$ cat config.mk
export PLATFORM = sky130hd
export DESIGN_NAME = dmd_decoder
export DESIGN_NICKNAME = d
export VERILOG_FILES = /design/src/dmd_pkg.sv /design/src/dmd_sync3.sv /design/src/dmd_decoder.sv
export SDC_FILE = /design/constraint.sdc
export NUM_CORES = 1
export LEC_CHECK = 0
export BUFFER_PORTS_ARGS = -buffer_cell sky130_fd_sc_hd__clkbuf_2
export CAP_MARGIN = 20
export CORE_MARGIN = 1.5
export CORE_UTILIZATION = 45
export DETAILED_ROUTE_END_ITERATION = 10
export GPL_TIMING_DRIVEN = 1
export PLACE_DENSITY = 0.89
export SYNTH_ARGS = -nofsm -noshare
export SYNTH_HDL_FRONTEND = slang
export SYNTH_HIERARCHICAL = 1
export SYNTH_SLANG_ARGS = --single-unit
$ cat constraint.sdc
create_clock -name clk -period 5.03 [get_ports clk]
set_clock_uncertainty 0.15 [all_clocks]
set_input_delay 0.503 -clock clk [delete_from_list [all_inputs] [get_ports clk]]
set_output_delay 0.503 -clock clk [all_outputs]
set_load 0.02 [all_outputs]
$ cat src/dmd_pkg.sv
// Constants and types for the data memory address decoder.
// Assumes one system clock; every importer uses dmd_pkg::*.
//
// Summary of operation
// - Upper half: indirect to RAM, direct to registers.
// - Lower half same RAM either mode.
// - First 32 bytes: four banks of eight.
// - Next 16 bytes byte and bit addressable.
// - Register window decoded with 256-page selector.
// - On-chip 4 kB block aliases over 64 k.
// - Three external-data mappings selectable.
// - Split: below 4 k on-chip, above external.
// - External port multiplexed or separate lines.
// - Program memory erased in 512-byte sectors.
// - 64 k variant: top 1024 bytes reserved.
// - Scratchpad sector at 0x10000 to 0x1007F.
// - 32 k variant: 0x8000 to 0xFFFF reserved.
package dmd_pkg;

  // ****************************************************
  // Internal data space layout.
  // ****************************************************
  localparam logic [7:0] UPPER_HALF_BASE = 8'h80;
  localparam logic [7:0] BANK_AREA_END   = 8'h1f;
  localparam logic [7:0] BIT_AREA_BASE   = 8'h20;
  localparam logic [7:0] BIT_AREA_END    = 8'h2f;
  localparam logic [7:0] PAGE_RESET      = 8'h00;

  // ****************************************************
  // External data space layout.
  // ****************************************************
  localparam int         XRAM_AW     = 12;
  localparam logic [15:0] SPLIT_LIMIT = 16'h1000;

  // ****************************************************
  // Program memory layout.
  // ****************************************************
  localparam logic [16:0] PM_TOP_SMALL  = 17'h07fff;
  localparam logic [16:0] PM_TOP_LARGE  = 17'h0fbff;
  localparam logic [16:0] SCRATCH_BASE  = 17'h10000;
  localparam logic [16:0] SCRATCH_TOP   = 17'h1007f;
  localparam int          SECTOR_SHIFT  = 9;
  localparam logic [7:0]  FILL_BYTE     = 8'hff;

  // External-data mapping choices; 2'b11 is illegal.
  typedef enum logic [1:0] {
    XMAP_ONCHIP  = 2'b00,
    XMAP_SPLIT   = 2'b01,
    XMAP_OFFCHIP = 2'b10
  } dmd_xmap_e;

  localparam logic [1:0] XMAP_RESET = 2'b00;

endpackage

$ cat src/dmd_sync3.sv
// Three-stage synchroniser for slow configuration pins.
// Assumes the pins change rarely; a change is taken once the
// second and third stages agree.
`timescale 1ns/1ps
module dmd_sync3 #(
  parameter int         W   = 1,
  parameter logic [W-1:0] RST = '0
) (
  // Clock and reset.
  input  wire logic         clk,
  input  wire logic         rst_n,
  // Asynchronous level in, filtered level out.
  input  wire logic [W-1:0] pinIn,
  output logic      [W-1:0] level_r
);

  logic [W-1:0] s1_r;  // First stage, read only by the second.
  logic [W-1:0] s2_r;  // Second stage.
  logic [W-1:0] s3_r;  // Third stage.

  // Shift chain; reset loads constants only.
  always_ff @(posedge clk) begin
    if (!rst_n) begin
      s1_r <= RST;
      s2_r <= RST;
      s3_r <= RST;
    end else begin
      s1_r <= pinIn;
      s2_r <= s1_r;
      s3_r <= s2_r;
    end
  end

  // Accept a new level only when two stages agree, which
  // rejects a value caught mid-transition.
  always_ff @(posedge clk) begin
    if (!rst_n) begin
      level_r <= RST;
    end else if (s2_r == s3_r) begin
      level_r <= s3_r;
    end
  end

endmodule // dmd_sync3

$ cat src/dmd_decoder.sv
// Address decoder for the core's data and program spaces.
// Assumes the core holds each request for one cycle and reads
// the decoded selects one cycle later.
`timescale 1ns/1ps
module dmd_decoder
  import dmd_pkg::*;
(
  // Clock and reset.
  input  wire logic        clk,
  input  wire logic        rst_n,
  // Configuration pins, asynchronous.
  input  wire logic [1:0]  cfgMapPin,
  input  wire logic        cfgSmallPin,
  input  wire logic        cfgMuxPin,
  // Internal data requests from the core.
  input  wire logic        iReq,
  input  wire logic [7:0]  iAddr,
  input  wire logic        iIndirect,
  input  wire logic        iRegReq,
  input  wire logic [1:0]  iBank,
  input  wire logic [2:0]  iRegNum,
  input  wire logic        iBitReq,
  input  wire logic [7:0]  iBitAddr,
  input  wire logic        pageWr,
  input  wire logic [7:0]  pageData,
  // Internal data routing.
  output logic             ramSel_r,
  output logic [7:0]       ramAddr_r,
  output logic             sfrSel_r,
  output logic [6:0]       sfrAddr_r,
  output logic [7:0]       sfrPage_r,
  output logic             bitOp_r,
  output logic [2:0]       bitPos_r,
  // External data requests and routing.
  input  wire logic        xReq,
  input  wire logic [15:0] xAddr,
  output logic             xramSel_r,
  output logic [XRAM_AW-1:0] xramAddr_r,
  output logic             extSel_r,
  output logic [15:0]      extAddr_r,
  output logic             extMux_r,
  // Program memory requests and routing.
  input  wire logic        pReq,
  input  wire logic        pWe,
  input  wire logic        pErase,
  input  wire logic [16:0] pAddr,
  output logic             flashSel_r,
  output logic [15:0]      flashAddr_r,
  output logic             flashWe_r,
  output logic             flashErase_r,
  output logic [6:0]       eraseSector_r,
  output logic             scratchSel_r,
  output logic [6:0]       scratchAddr_r,
  output logic             scratchWe_r,
  output logic             scratchErase_r,
  output logic             pmFillOnes_r,
  output logic [7:0]       pmFill_r
);

  // ****************************************************
  // Configuration capture.
  // ****************************************************
  logic [1:0] mapSync;    // Filtered mapping pins.
  logic       smallSync;  // Filtered size variant pin.
  logic       muxSync;    // Filtered port arrangement pin.
  logic [1:0] xmap_r;     // Mapping in force.
  logic       small_r;    // High on the 32 k variant.

  dmd_sync3 #(.W(2), .RST(XMAP_RESET)) uMapSync (
    .clk     (clk),
    .rst_n   (rst_n),
    .pinIn   (cfgMapPin),
    .level_r (mapSync)
  );

  dmd_sync3 #(.W(2), .RST(2'b00)) uCfgSync (
    .clk     (clk),
    .rst_n   (rst_n),
    .pinIn   ({cfgSmallPin, cfgMuxPin}),
    .level_r ({smallSync, muxSync})
  );

  // Latched settings steer every access after the one in
  // flight, so a change never splits a single access.
  always_ff @(posedge clk) begin
    if (!rst_n) begin
      xmap_r   <= XMAP_RESET;
      small_r  <= 1'b0;
      extMux_r <= 1'b0;
    end else begin
      xmap_r   <= mapSync;
      small_r  <= smallSync;
      extMux_r <= muxSync;
    end
  end

  // ****************************************************
  // Register page selector.
  // ****************************************************
  always_ff @(posedge clk) begin
    if (!rst_n) begin
      sfrPage_r <= PAGE_RESET;
    end else if (pageWr) begin
      sfrPage_r <= pageData;
    end
  end

  // ****************************************************
  // Internal data decode.
  // ****************************************************
  // Bit requests win over register requests, which win over
  // plain byte requests; the core issues one at a time.
  always_ff @(posedge clk) begin
    if (!rst_n) begin
      ramSel_r  <= 1'b0;
      ramAddr_r <= 8'h00;
      sfrSel_r  <= 1'b0;
      sfrAddr_r <= 7'h00;
      bitOp_r   <= 1'b0;
      bitPos_r  <= 3'h0;
    end else begin
      ramSel_r <= 1'b0;
      sfrSel_r <= 1'b0;
      bitOp_r  <= 1'b0;
      if (iBitReq) begin
        bitOp_r  <= 1'b1;
        bitPos_r <= iBitAddr[2:0];
        if (!iBitAddr[7]) begin
          // Bits 0x00..0x7f sit in the 16-byte area.
          ramSel_r  <= 1'b1;
          ramAddr_r <= BIT_AREA_BASE | {4'h0, iBitAddr[6:3]};
        end else begin
          // Upper bit addresses hit registers at multiples of eight.
          sfrSel_r  <= 1'b1;
          sfrAddr_r <= {iBitAddr[6:3], 3'h0};
        end
      end else if (iRegReq) begin
        // Working register: bank picks the group of eight.
        ramSel_r  <= 1'b1;
        ramAddr_r <= {3'h0, iBank, iRegNum};
      end else if (iReq) begin
        if (!iAddr[7] || iIndirect) begin
          ramSel_r  <= 1'b1;
          ramAddr_r <= iAddr;
        end else begin
          sfrSel_r  <= 1'b1;
          sfrAddr_r <= iAddr[6:0];
        end
      end
    end
  end

  // ****************************************************
  // External data decode.
  // ****************************************************
  logic xOnchip; // Current access goes to the 4 kB block.

  always_comb begin
    unique case (xmap_r)
      XMAP_ONCHIP:  xOnchip = 1'b1;
      XMAP_SPLIT:   xOnchip = (xAddr < SPLIT_LIMIT);
      XMAP_OFFCHIP: xOnchip = 1'b0;
      default:      xOnchip = 1'b1;
    endcase
  end

  // On-chip block ignores the upper address bits, so it
  // repeats every 4 kB across the whole range.
  always_ff @(posedge clk) begin
    if (!rst_n) begin
      xramSel_r  <= 1'b0;
      xramAddr_r <= '0;
      extSel_r   <= 1'b0;
      extAddr_r  <= 16'h0000;
    end else begin
      xramSel_r <= xReq && xOnchip;
      extSel_r  <= xReq && !xOnchip;
      if (xReq) begin
        xramAddr_r <= xAddr[XRAM_AW-1:0];
        extAddr_r  <= xAddr;
      end
    end
  end

  // ****************************************************
  // Program memory decode.
  // ****************************************************
  logic pScratch;  // Access in the scratchpad sector.
  logic pUser;     // Access in user program space.
  logic [16:0] pTop; // Last user address of this variant.

  assign pTop     = small_r ? PM_TOP_SMALL : PM_TOP_LARGE;
  assign pScratch = (pAddr >= SCRATCH_BASE)
                    && (pAddr <= SCRATCH_TOP);
  assign pUser    = (pAddr <= pTop);

  // Reserved and unmapped addresses raise neither select, so
  // nothing stored can change; the read answer is all ones.
  always_ff @(posedge clk) begin
    if (!rst_n) begin
      flashSel_r     <= 1'b0;
      flashAddr_r    <= 16'h0000;
      flashWe_r      <= 1'b0;
      flashErase_r   <= 1'b0;
      eraseSector_r  <= 7'h00;
      scratchSel_r   <= 1'b0;
      scratchAddr_r  <= 7'h00;
      scratchWe_r    <= 1'b0;
      scratchErase_r <= 1'b0;
      pmFillOnes_r   <= 1'b0;
      pmFill_r       <= 8'h00;
    end else begin
      flashSel_r     <= pReq && pUser;
      flashWe_r      <= pReq && pUser && pWe && !pErase;
      flashErase_r   <= pReq && pUser && pErase;
      scratchSel_r   <= pReq && pScratch;
      scratchWe_r    <= pReq && pScratch && pWe && !pErase;
      scratchErase_r <= pReq && pScratch && pErase;
      pmFillOnes_r   <= pReq && !pUser && !pScratch;
      pmFill_r       <= (pReq && !pUser && !pScratch)
                        ? FILL_BYTE : 8'h00;
      if (pReq) begin
        flashAddr_r   <= pAddr[15:0];
        eraseSector_r <= pAddr[15:SECTOR_SHIFT];
        scratchAddr_r <= pAddr[6:0];
      end
    end
  end
endmodule // dmd_decoder

# [Word-level counts from Yosys, hierarchy flattened]
# Index checks and enable logic that the tools add are counted.
[classes] addsub=0 n_mul=0 n_div=0 n_lt_le_gt_ge=4 eq_ne=8 shifts=0 muxes=24 bitwise=0 n_reduce_logical=24
[op_table] operator="2-to-1 mux 8 bit" n=6
[op_table] operator="2-to-1 mux 7 bit" n=5
[op_table] operator=">= comparator 17 bit, second input constant" n=1
[op_table] operator="<= comparator 17 x 16 -> 1 bit" n=1
[op_table] operator="<= comparator 17 bit, second input constant" n=1
[op_table] operator="less-than comparator 16 x 13 -> 1 bit, second input constant" n=1
[op_table] operator="2-to-1 mux 16 bit" n=1
[op_table] operator="logical AND 1 bit" n=13
[op_table] operator="2-to-1 mux 1 bit" n=11
[op_table] operator="nonzero test 3 bit" n=2
[op_table] operator="zero test 1 bit" n=5
[op_table] operator="equality test 2 bit" n=2
[op_table] operator="inequality test 2 x 1 -> 1 bit, second input constant" n=2
[op_table] operator="inequality test 2 bit, second input constant" n=2
[op_table] operator="AND reduction 4 bit" n=1
[op_table] operator="AND reduction 3 bit" n=1
[op_table] operator="equality test 2 x 1 -> 1 bit, second input constant" n=1
[op_table] operator="equality test 2 bit, second input constant" n=1
[op_table] operator="case mux 1 bit (2 select lines)" n=1
[op_table] operator="nonzero test 2 bit" n=1
[op_table] operator="logical OR 1 bit" n=1
[totals] regBits=124 latchBits=0 ram_bits=0 romBits=0 out_inout_bits=105 wordCells=93 mem_count=0

# [Depth between registers and ports, before layout]
# Gate-level depths: netlist of run 1.
[depth] ltp_word=6 depth_mapped=6

# [Cells and area by module]
# The synthesis of run 1 kept the hierarchy.
[by_module_without_submodules] module="dmd_decoder" n_inst=1 cells_per_inst=314 area_each_um2=3071.7 seq_area_each_um2=1481.4
[by_module_without_submodules] module="dmd_sync3" n_inst=2 cells_per_inst=25 area_each_um2=271.5 seq_area_each_um2=160.2

# [Worst setup path before layout of run 1]
# OpenSTA, ideal clock, no wires.
[synth_path] kind="input to register" startpoint="input pAddr[15]" endpoint="register flashWe_r" setup_time_ns=0.087 t_arrival_ns=1.586 t_required_ns=4.793 setup_slack_ns=3.207 cell_stages=5 n_path_buf=0 path_cell_list="ha_1 nand4b_4 nor4_4 a41oi_2 nor4b_2"
[synth_between] elab_chain_cells=4
[synth_lines] element="from (decl)" line_no="dmd_decoder.sv:46" source="input wire logic [16:0] pAddr,"
[synth_lines] element="<= comparator 17 x 16 -> 1 bit" line_no="dmd_decoder.sv:195" source="assign pUser = (pAddr <= pTop);"
[synth_lines] element="logical AND 1 bit (3 in a row)" line_no="dmd_decoder.sv:214" source="flashWe_r <= pReq && pUser && pWe && !pErase;"
[synth_lines] element="to (signal assigned)" line_no="dmd_decoder.sv:214"
[synth_lines] element="to (decl)" line_no="dmd_decoder.sv:49" source="output logic flashWe_r,"
# No other way between the ends.
# A chain may end at the register's enable or synchronous reset.

# [Worst setup path after layout of run 1]
[layout_path] startpoint="input rst_n" endpoint="register ramSel_r"
[layout_rtl] element="from (decl)" line_no="dmd_decoder.sv:10" source="input wire logic rst_n,"
[layout_rtl] element="to (signal assigned)" line_no="dmd_decoder.sv:115" source="ramSel_r <= 1'b0;"
[layout_rtl] element="to (signal assigned)" line_no="dmd_decoder.sv:122" source="ramSel_r <= 1'b0;"
[layout_rtl] element="to (signal assigned)" line_no="dmd_decoder.sv:130" source="ramSel_r <= 1'b1;"
[layout_rtl] element="to (decl)" line_no="dmd_decoder.sv:27" source="output logic ramSel_r,"
# No word-level cell between the ends.

==> results of run 1 <==
## cell families (layout without fill, tap and decap cells)
kind of cell / after synthesis / in the layout / synth area share (%)
DFF: 90 / 90 / 49.8
adders and majority gates: 2 / 2 / 0.692
buffers and inverters: 57 / 201 / 9.76
AOI/OAI and AO/OA: 41 / 41 / 7.68
xor gates and xnor gates: 4 / 4 / 0.969
and+or+nand+nor: 122 / 122 / 17.8
muxes: 48 / 48 / 13.3
## cell usage after synthesis, types with 5 or more instances
cell type and count:
and2_1 17, a21oi_1 8, buf_4 34, dfxtp_1 90, o21ai_0 5, o211ai_1 8
nor2_1 57, mux2i_1 48, clkbuf_1 8, o21ai_1 7, nand2_1 7, nand3_1 12
buf_2 7
## cell type report
| type | instances | area share (%) |
|---|---|---|
| well taps | 102 | 2.84 |
| inverters | 5 | 0.417 |
| clock buffers | 12 | 3.23 |
| repair buffers | 181 | 20.1 |
| clock inverters | 3 | 0.890 |
| multi-input cells | 217 | 32.5 |
| flip-flops and latches | 90 | 40.0 |
## through the flow
step | total power, uW | hold WS [ps] | util (%)
after CTS | 1480 | 206 | 57.9
after floorplan | 938 | 256 | -
after detailed placement | 1010 | 269 | 55.5
after global placement | 1000 | 259 | 55.5
after global routing | 1540 | 209 | 57.9
final | 1460 | 219 | 57.9
## where the power goes
group / switching, uW / leakage [uW] / internal, uW
Clock: 226 / 0.0000962 / 240
Combinational: 139 / 0.00145 / 87.7
Sequential: 21.0 / 0.000740 / 746
Total: 386 / 0.00228 / 1070
## path summary, 6_finish.rpt
| path | from | to | slack, ps |
|---|---|---|---|
| worst max-delay path | rst_n | ramSel_r | 3230 |
| worst min-delay path | cfgSmallPin | uCfgSync/s1_r[1] | 220 |
| worst min register to register | uMapSync/s1_r[0] | uMapSync/s2_r[0] | 280 |
| worst max register to register | small_r | flashWe_r | 3250 |
## flip-flops by register name, indices dropped and copies added (netlist names), 2 cells and up
signal            count
uCfgSync/s3_r         2
flashAddr_r          16
uMapSync/s1_r         2
sfrAddr_r             7
bitPos_r              3
xramAddr_r           11
uMapSync/s2_r         2
ramAddr_r             8
sfrPage_r             8
uMapSync/s3_r         2
extAddr_r             5
uCfgSync/s2_r         2
uCfgSync/s1_r         2
uMapSync/level_r      2
xmap_r                2
uCfgSync/level_r      2
## metal layers
metal	track usage [%]	vias to the layer above	part of all wire [%]
li1	-	1489	-
met1	20.9	1388	42
met2	32.4	95	51
met3	3.86	8	5.2
met4	6.19	0	0.95
met5	0	-	0
## worst max-delay path: stages
cell      delay (ps)
clkbuf_2         340
inv_2            830
nor3_1           140
==> flow_metrics.py, run 1 <==
metrics = {
    "placement": {
        "dp_slack_ps": 2850,
        "placed_cells": 595,
        "routabilityCongestion": 0.899,
        "place_area_sq_um": 4310,
        "port_buffers": 181,
        "dp_hpwl_um": 6020,
    },
    "pwr": {
        "vdd.ir_drop.worst_mv": 0.150,
        "cellPowerDensity_nw_per_um2": 324,
        "p_leak_uw": 0.00228,
    },
    "die": {
        "start_util_pct": 46.5,
        "chipWidth_um": 92.6,
        "num_io_pins": 182,
        "die_y_um": 92.6,
        "rows": 32,
        "fp.dieArea_sq_um": 8580,
        "core-area_sq_um": 7770,
    },
    "worst_hold_path": {
        "holdPathStages": 2,
        "hp-class": "input port to flop",
    },
    "global_routing": {
        "grt_use_total_pct": 17.9,
        "grt_overflow_total": 0,
        "antenna_found_initial": 0,
        "grt_max_degree": 60,
        "grt_pass1_wl_um": 12300,
        "grt_pass1_vias": 2775,
    },
    "detailed_routing": {
        "first_pass_iters": 4,
        "vias": 2980,
        "drc_errors": 0,
        "first_iter_violations": 98,
        "via_per_inst": 4.89,
        "ant_nets": 0,
        "wl_per_cell_um": 12.8,
        "finalWirelength_um": 7820,
    },
    "sta": {
        "fmax_ghz": 0.556,
        "finalMaxSlewViolations": 0,
        "worst_slack_ps": 3230,
        "worst_pin_slew_ps": 945,
        "slew_headroom_pct": 36.9,
        "setup_violations": 0,
        "fin_crit_sh_pct": 35.7,
        "setup_tns_ps": 0,
        "finalHoldViolations": 0,
        "fin_crit_ps": 1800,
        "rsz0062_at_grt": "false",
    },
    "logic_synthesis": {
        "synthFlopType": "dfxtp_1",
        "synth.area.top_cells": "dfxtp_1, mux2i_1, buf_4",
        "avgSynthCellArea_sq_um": 9.93,
        "netlist_instances": 364,
        "yosys.area.top_type": "dfxtp_1",
        "synth_warnings": 6,
        "yosysTopAreaCellShare_pct": 49.8,
        "synth_edf_count": 0,
        "synth_nets": 443,
        "ys_seq_area_share_pct": 49.8,
        "ys_ff_latch": 90,
        "syn_area_sq_um": 3610,
        "ys_types": 44,
        "synthArstFlopShare_pct": 0,
    },
    "finish": {
        "multiInputGateArea_sq_um": 1460,
        "final_common_cell": "clkbuf_2",
        "drive_gt1_share_pct": 40.7,
        "area_growth_pct": 24.5,
        "fin_nets": 583,
        "seq_area_sq_um": 1800,
        "instances_no_fill": 610,
        "final_cell_mix": "clkbuf_2, dfxtp_1, nor2_1",
        "diodes": 0,
        "stdcell_area_sq_um": 4500,
        "nFillCells": 699,
    },
    "worst_setup_path": {
        "endpoint_kind": "flop",
        "cp-start-kind": "input port",
        "required_ps": 5060,
        "reg2reg_depth": 5,
        "cp_max_fo": 59,
        "worstPathArrival_ps": 1830,
        "critical_path_class": "input port to flop",
    },
    "clock_tree": {
        "h-tree-depth": 3,
        "cts_hold_buf": 0,
        "cts_buffers": 9,
        "clock_sinks": 90,
        "cts_root_buf": "clkbuf_8",
        "clk_pin_slew_worst_paths_ps": 80,
        "post_cts_resized": 0,
        "clockBufferDepth": 2,
        "post-cts-setup-buffer-count": 0,
        "tritoncts": "done",
        "insertion_delay_ps": 330,
    },
    "job": {
        "cap_violations": 0,
    },
    "status": {
        "outcome": "finished clean",
    },
}
No activity file was read; power rests on OpenSTA's default activity.
==> run 2, diff against run 1 <==
- ABC_AREA: not set -> 1
- CORE_UTILIZATION: 45 -> 41
- PLACE_DENSITY: 0.89 -> 0.86
- clock period: 5.03 -> 1.6 ns (I/O delays scaled with it)
==> run 2 against run 1 <==
Against the previous run: utilization is 3.7 points higher; sequential power increased to 3.2 times the previous value; register-to-register slack got worse by 3100 ps; sequential share of layout area down 5.0 points; critical path type unchanged.
==> flow_metrics.py, run 2 <==
metrics = {
    "status": {
        "outcome": "finished clean",
    },
    "detailed_routing": {
        "drc_errors": 0,
        "first_iter_violations": 192,
        "via_per_inst": 4.78,
        "wl_per_cell_um": 12.9,
        "first_pass_iters": 5,
        "vias": 3820,
        "ant_nets": 0,
        "finalWirelength_um": 10300,
    },
    "pwr": {
        "vdd.ir_drop.worst_mv": 0.544,
        "p_leak_uw": 0.00274,
        "cellPowerDensity_nw_per_um2": 956,
        "total_power_uw": 4910,
    },
    "logic_synthesis": {
        "synth_most_common_cell": "nor2_1",
        "synth_edf_count": 0,
        "ys_ff_latch": 90,
        "syn_area_sq_um": 3600,
        "avgSynthCellArea_sq_um": 7.46,
        "synth_nets": 561,
        "synthArstFlopShare_pct": 0,
        "synth_warnings": 6,
        "ys_types": 24,
        "ys_seq_area_share_pct": 50.1,
        "yosysTopAreaCellShare_pct": 50.1,
        "yosys.area.top_type": "dfxtp_1",
        "synth.area.top_cells": "dfxtp_1, nor2_1, nand2_1",
        "yosys-top-cells-count": "nor2_1, dfxtp_1, nand2_1",
        "netlist_instances": 482,
        "synthFlopType": "dfxtp_1",
    },
    "finish": {
        "top_regs": "flashAddr_r (16), xramAddr_r (11)",
        "drive_gt1_share_pct": 30.8,
        "nFillCells": 695,
        "fin_util_pct": 61.6,
        "area_growth_pct": 42.9,
        "largest_reg_flops": 16,
        "largest_register": "flashAddr_r",
        "final_cell_mix": "clkbuf_2, nor2_1, dfxtp_1",
        "fin_nets": 768,
        "diodes": 0,
        "final_common_cell": "clkbuf_2",
        "instances_no_fill": 799,
    },
    "worst_setup_path": {
        "critical_path.cell_chain": "dlygate4sd3_1 > clkbuf_2 > inv_1 > nand2_1 > dlygate4sd3_1 > nor2_1",
        "worst-path-stages": 6,
        "cp-start-kind": "input port",
        "slowest_stage": "dlygate4sd3_1",
        "path_delay_family": "buffers and inverters",
        "endpoint_kind": "flop",
        "critical_path_class": "input port to flop",
        "path_buf_inv": 4,
        "cp_max_fo": 3,
        "required_ps": 1740,
        "worstPathArrival_ps": 1680,
        "path_common_cell": "dlygate4sd3_1",
        "reg2reg_depth": 8,
        "slowest_delay_ps": 570,
    },
    "die": {
        "core-area_sq_um": 8340,
        "fp.dieArea_sq_um": 9340,
        "rows": 33,
        "chipWidth_um": 96.7,
        "start_util_pct": 43.1,
        "num_io_pins": 182,
        "die_y_um": 96.7,
    },
    "sta": {
        "finalMaxSlewViolations": 0,
        "rsz0062_at_grt": "false",
        "slew_headroom_pct": 68.9,
        "fin_crit_ps": 1550,
        "worst_pin_slew_ps": 467,
        "setup_violations": 0,
        "setup_tns_ps": 0,
        "finalHoldViolations": 0,
        "fmax_ghz": 0.646,
        "fin_crit_sh_pct": 96.7,
    },
    "clock_tree": {
        "cts_buffers": 9,
        "cts_root_buf": "clkbuf_8",
        "clock_sinks": 90,
        "insertion_delay_ps": 350,
        "tritoncts": "done",
        "clockBufferDepth": 2,
        "h-tree-depth": 3,
        "clk_pin_slew_worst_paths_ps": 90,
        "post-cts-setup-buffer-count": 0,
    },
    "global_routing": {
        "grt_pass1_vias": 3742,
        "grt_overflow_total": 0,
        "grt_use_total_pct": 21.9,
        "antenna_found_initial": 0,
        "grt_max_degree": 21,
        "grt_pass1_wl_um": 17100,
    },
    "placement": {
        "dp_hpwl_um": 7000,
        "routabilityCongestion": 0.940,
        "placed_cells": 726,
        "port_buffers": 181,
    },
    "worst_hold_path": {
        "holdPathStages": 3,
        "hp-class": "input port to flop",
    },
    "job": {
        "cap_violations": 0,
    },
}
## run 2: cell count changes in the layout (fill, tap and decap cells not counted), moves of 6 or more
cell | before | now
nand2_1 | 7 | 77
o211ai_1 | 8 | 0
buf_4 | 0 | 6
dlygate4sd3_1 | 0 | 57
o21ai_0 | 5 | 50
mux2i_1 | 48 | 0
inv_1 | 3 | 46
a21oi_1 | 8 | 15
nor2_1 | 57 | 113
and2_1 | 17 | 0
## run 2: stage by stage
stage	cell area [sq um]	worst slack, ps	hold WS [ps]
floorplan	3600	245	103
CTS	5130	34.6	12.3
finish	5140	52.7	28.8
detailed placement	4360	98.5	194
global placement	4360	172	192
global route	5140	16.8	38.2
## run 2: cell type report
class | instances | area [sq um] | share of cell area (%)
multi-input combinational | 294 | 1290 | 25.2
sequential | 90 | 1800 | 35.1
clock inverter | 7 | 77.6 | 1.51
tap | 105 | 131 | 2.56
timing repair buffer | 244 | 1520 | 29.6
clock buffer | 9 | 124 | 2.41
inverter | 50 | 188 | 3.65
## run 2: per-layer routing
layer	vias to the layer above	part of all wire [%]	GRT usage, %
li1	1885	-	-
met1	1722	39	23.0
met2	162	51	40.0
met3	51	4.8	4.12
met4	0	5.1	13.6
met5	-	0	0
## run 2: final timing paths
| path | startpoint | to | slack [ps] |
|---|---|---|---|
| max | pErase | scratchWe_r | 50 |
| min | pageWr | sfrPage_r[0] | 30 |
| max reg2reg | small_r | flashErase_r | 160 |
| min reg2reg | uMapSync/s1_r[0] | uMapSync/s2_r[0] | 260 |
## run 2: worst min-delay path, cell delays in order
cell      delay, ps
clkbuf_2        170
o21ai_0          90
nor2_1           80
## run 2: kinds of logic (layout without fill, tap and decap cells)
group,count (synthesis),in the layout,share of synthesized area [%]
and+or+nand+nor,215,215,23.8
buffers and inverters,98,310,14.2
DFF,90,90,50.1
AOI/OAI and AO/OA,77,77,11.2
adders and majority gates,2,2,0.696
## run 2: timing repair
item,4_1_cts,5_1_grt
hold endpoints to repair,57,0
gates resized for setup,0,4
hold buffers,57,0
endpoints found under the setup margin,0,5
## run 2: power by group
group          internal (uW)  leakage, uW  total (uW)  switching, uW
sequential              2360     0.000743        2440           76.8
combinational            362      0.00190         908            547
clock                    736     0.000100        1560            828
total                   3460      0.00274        4910           1450
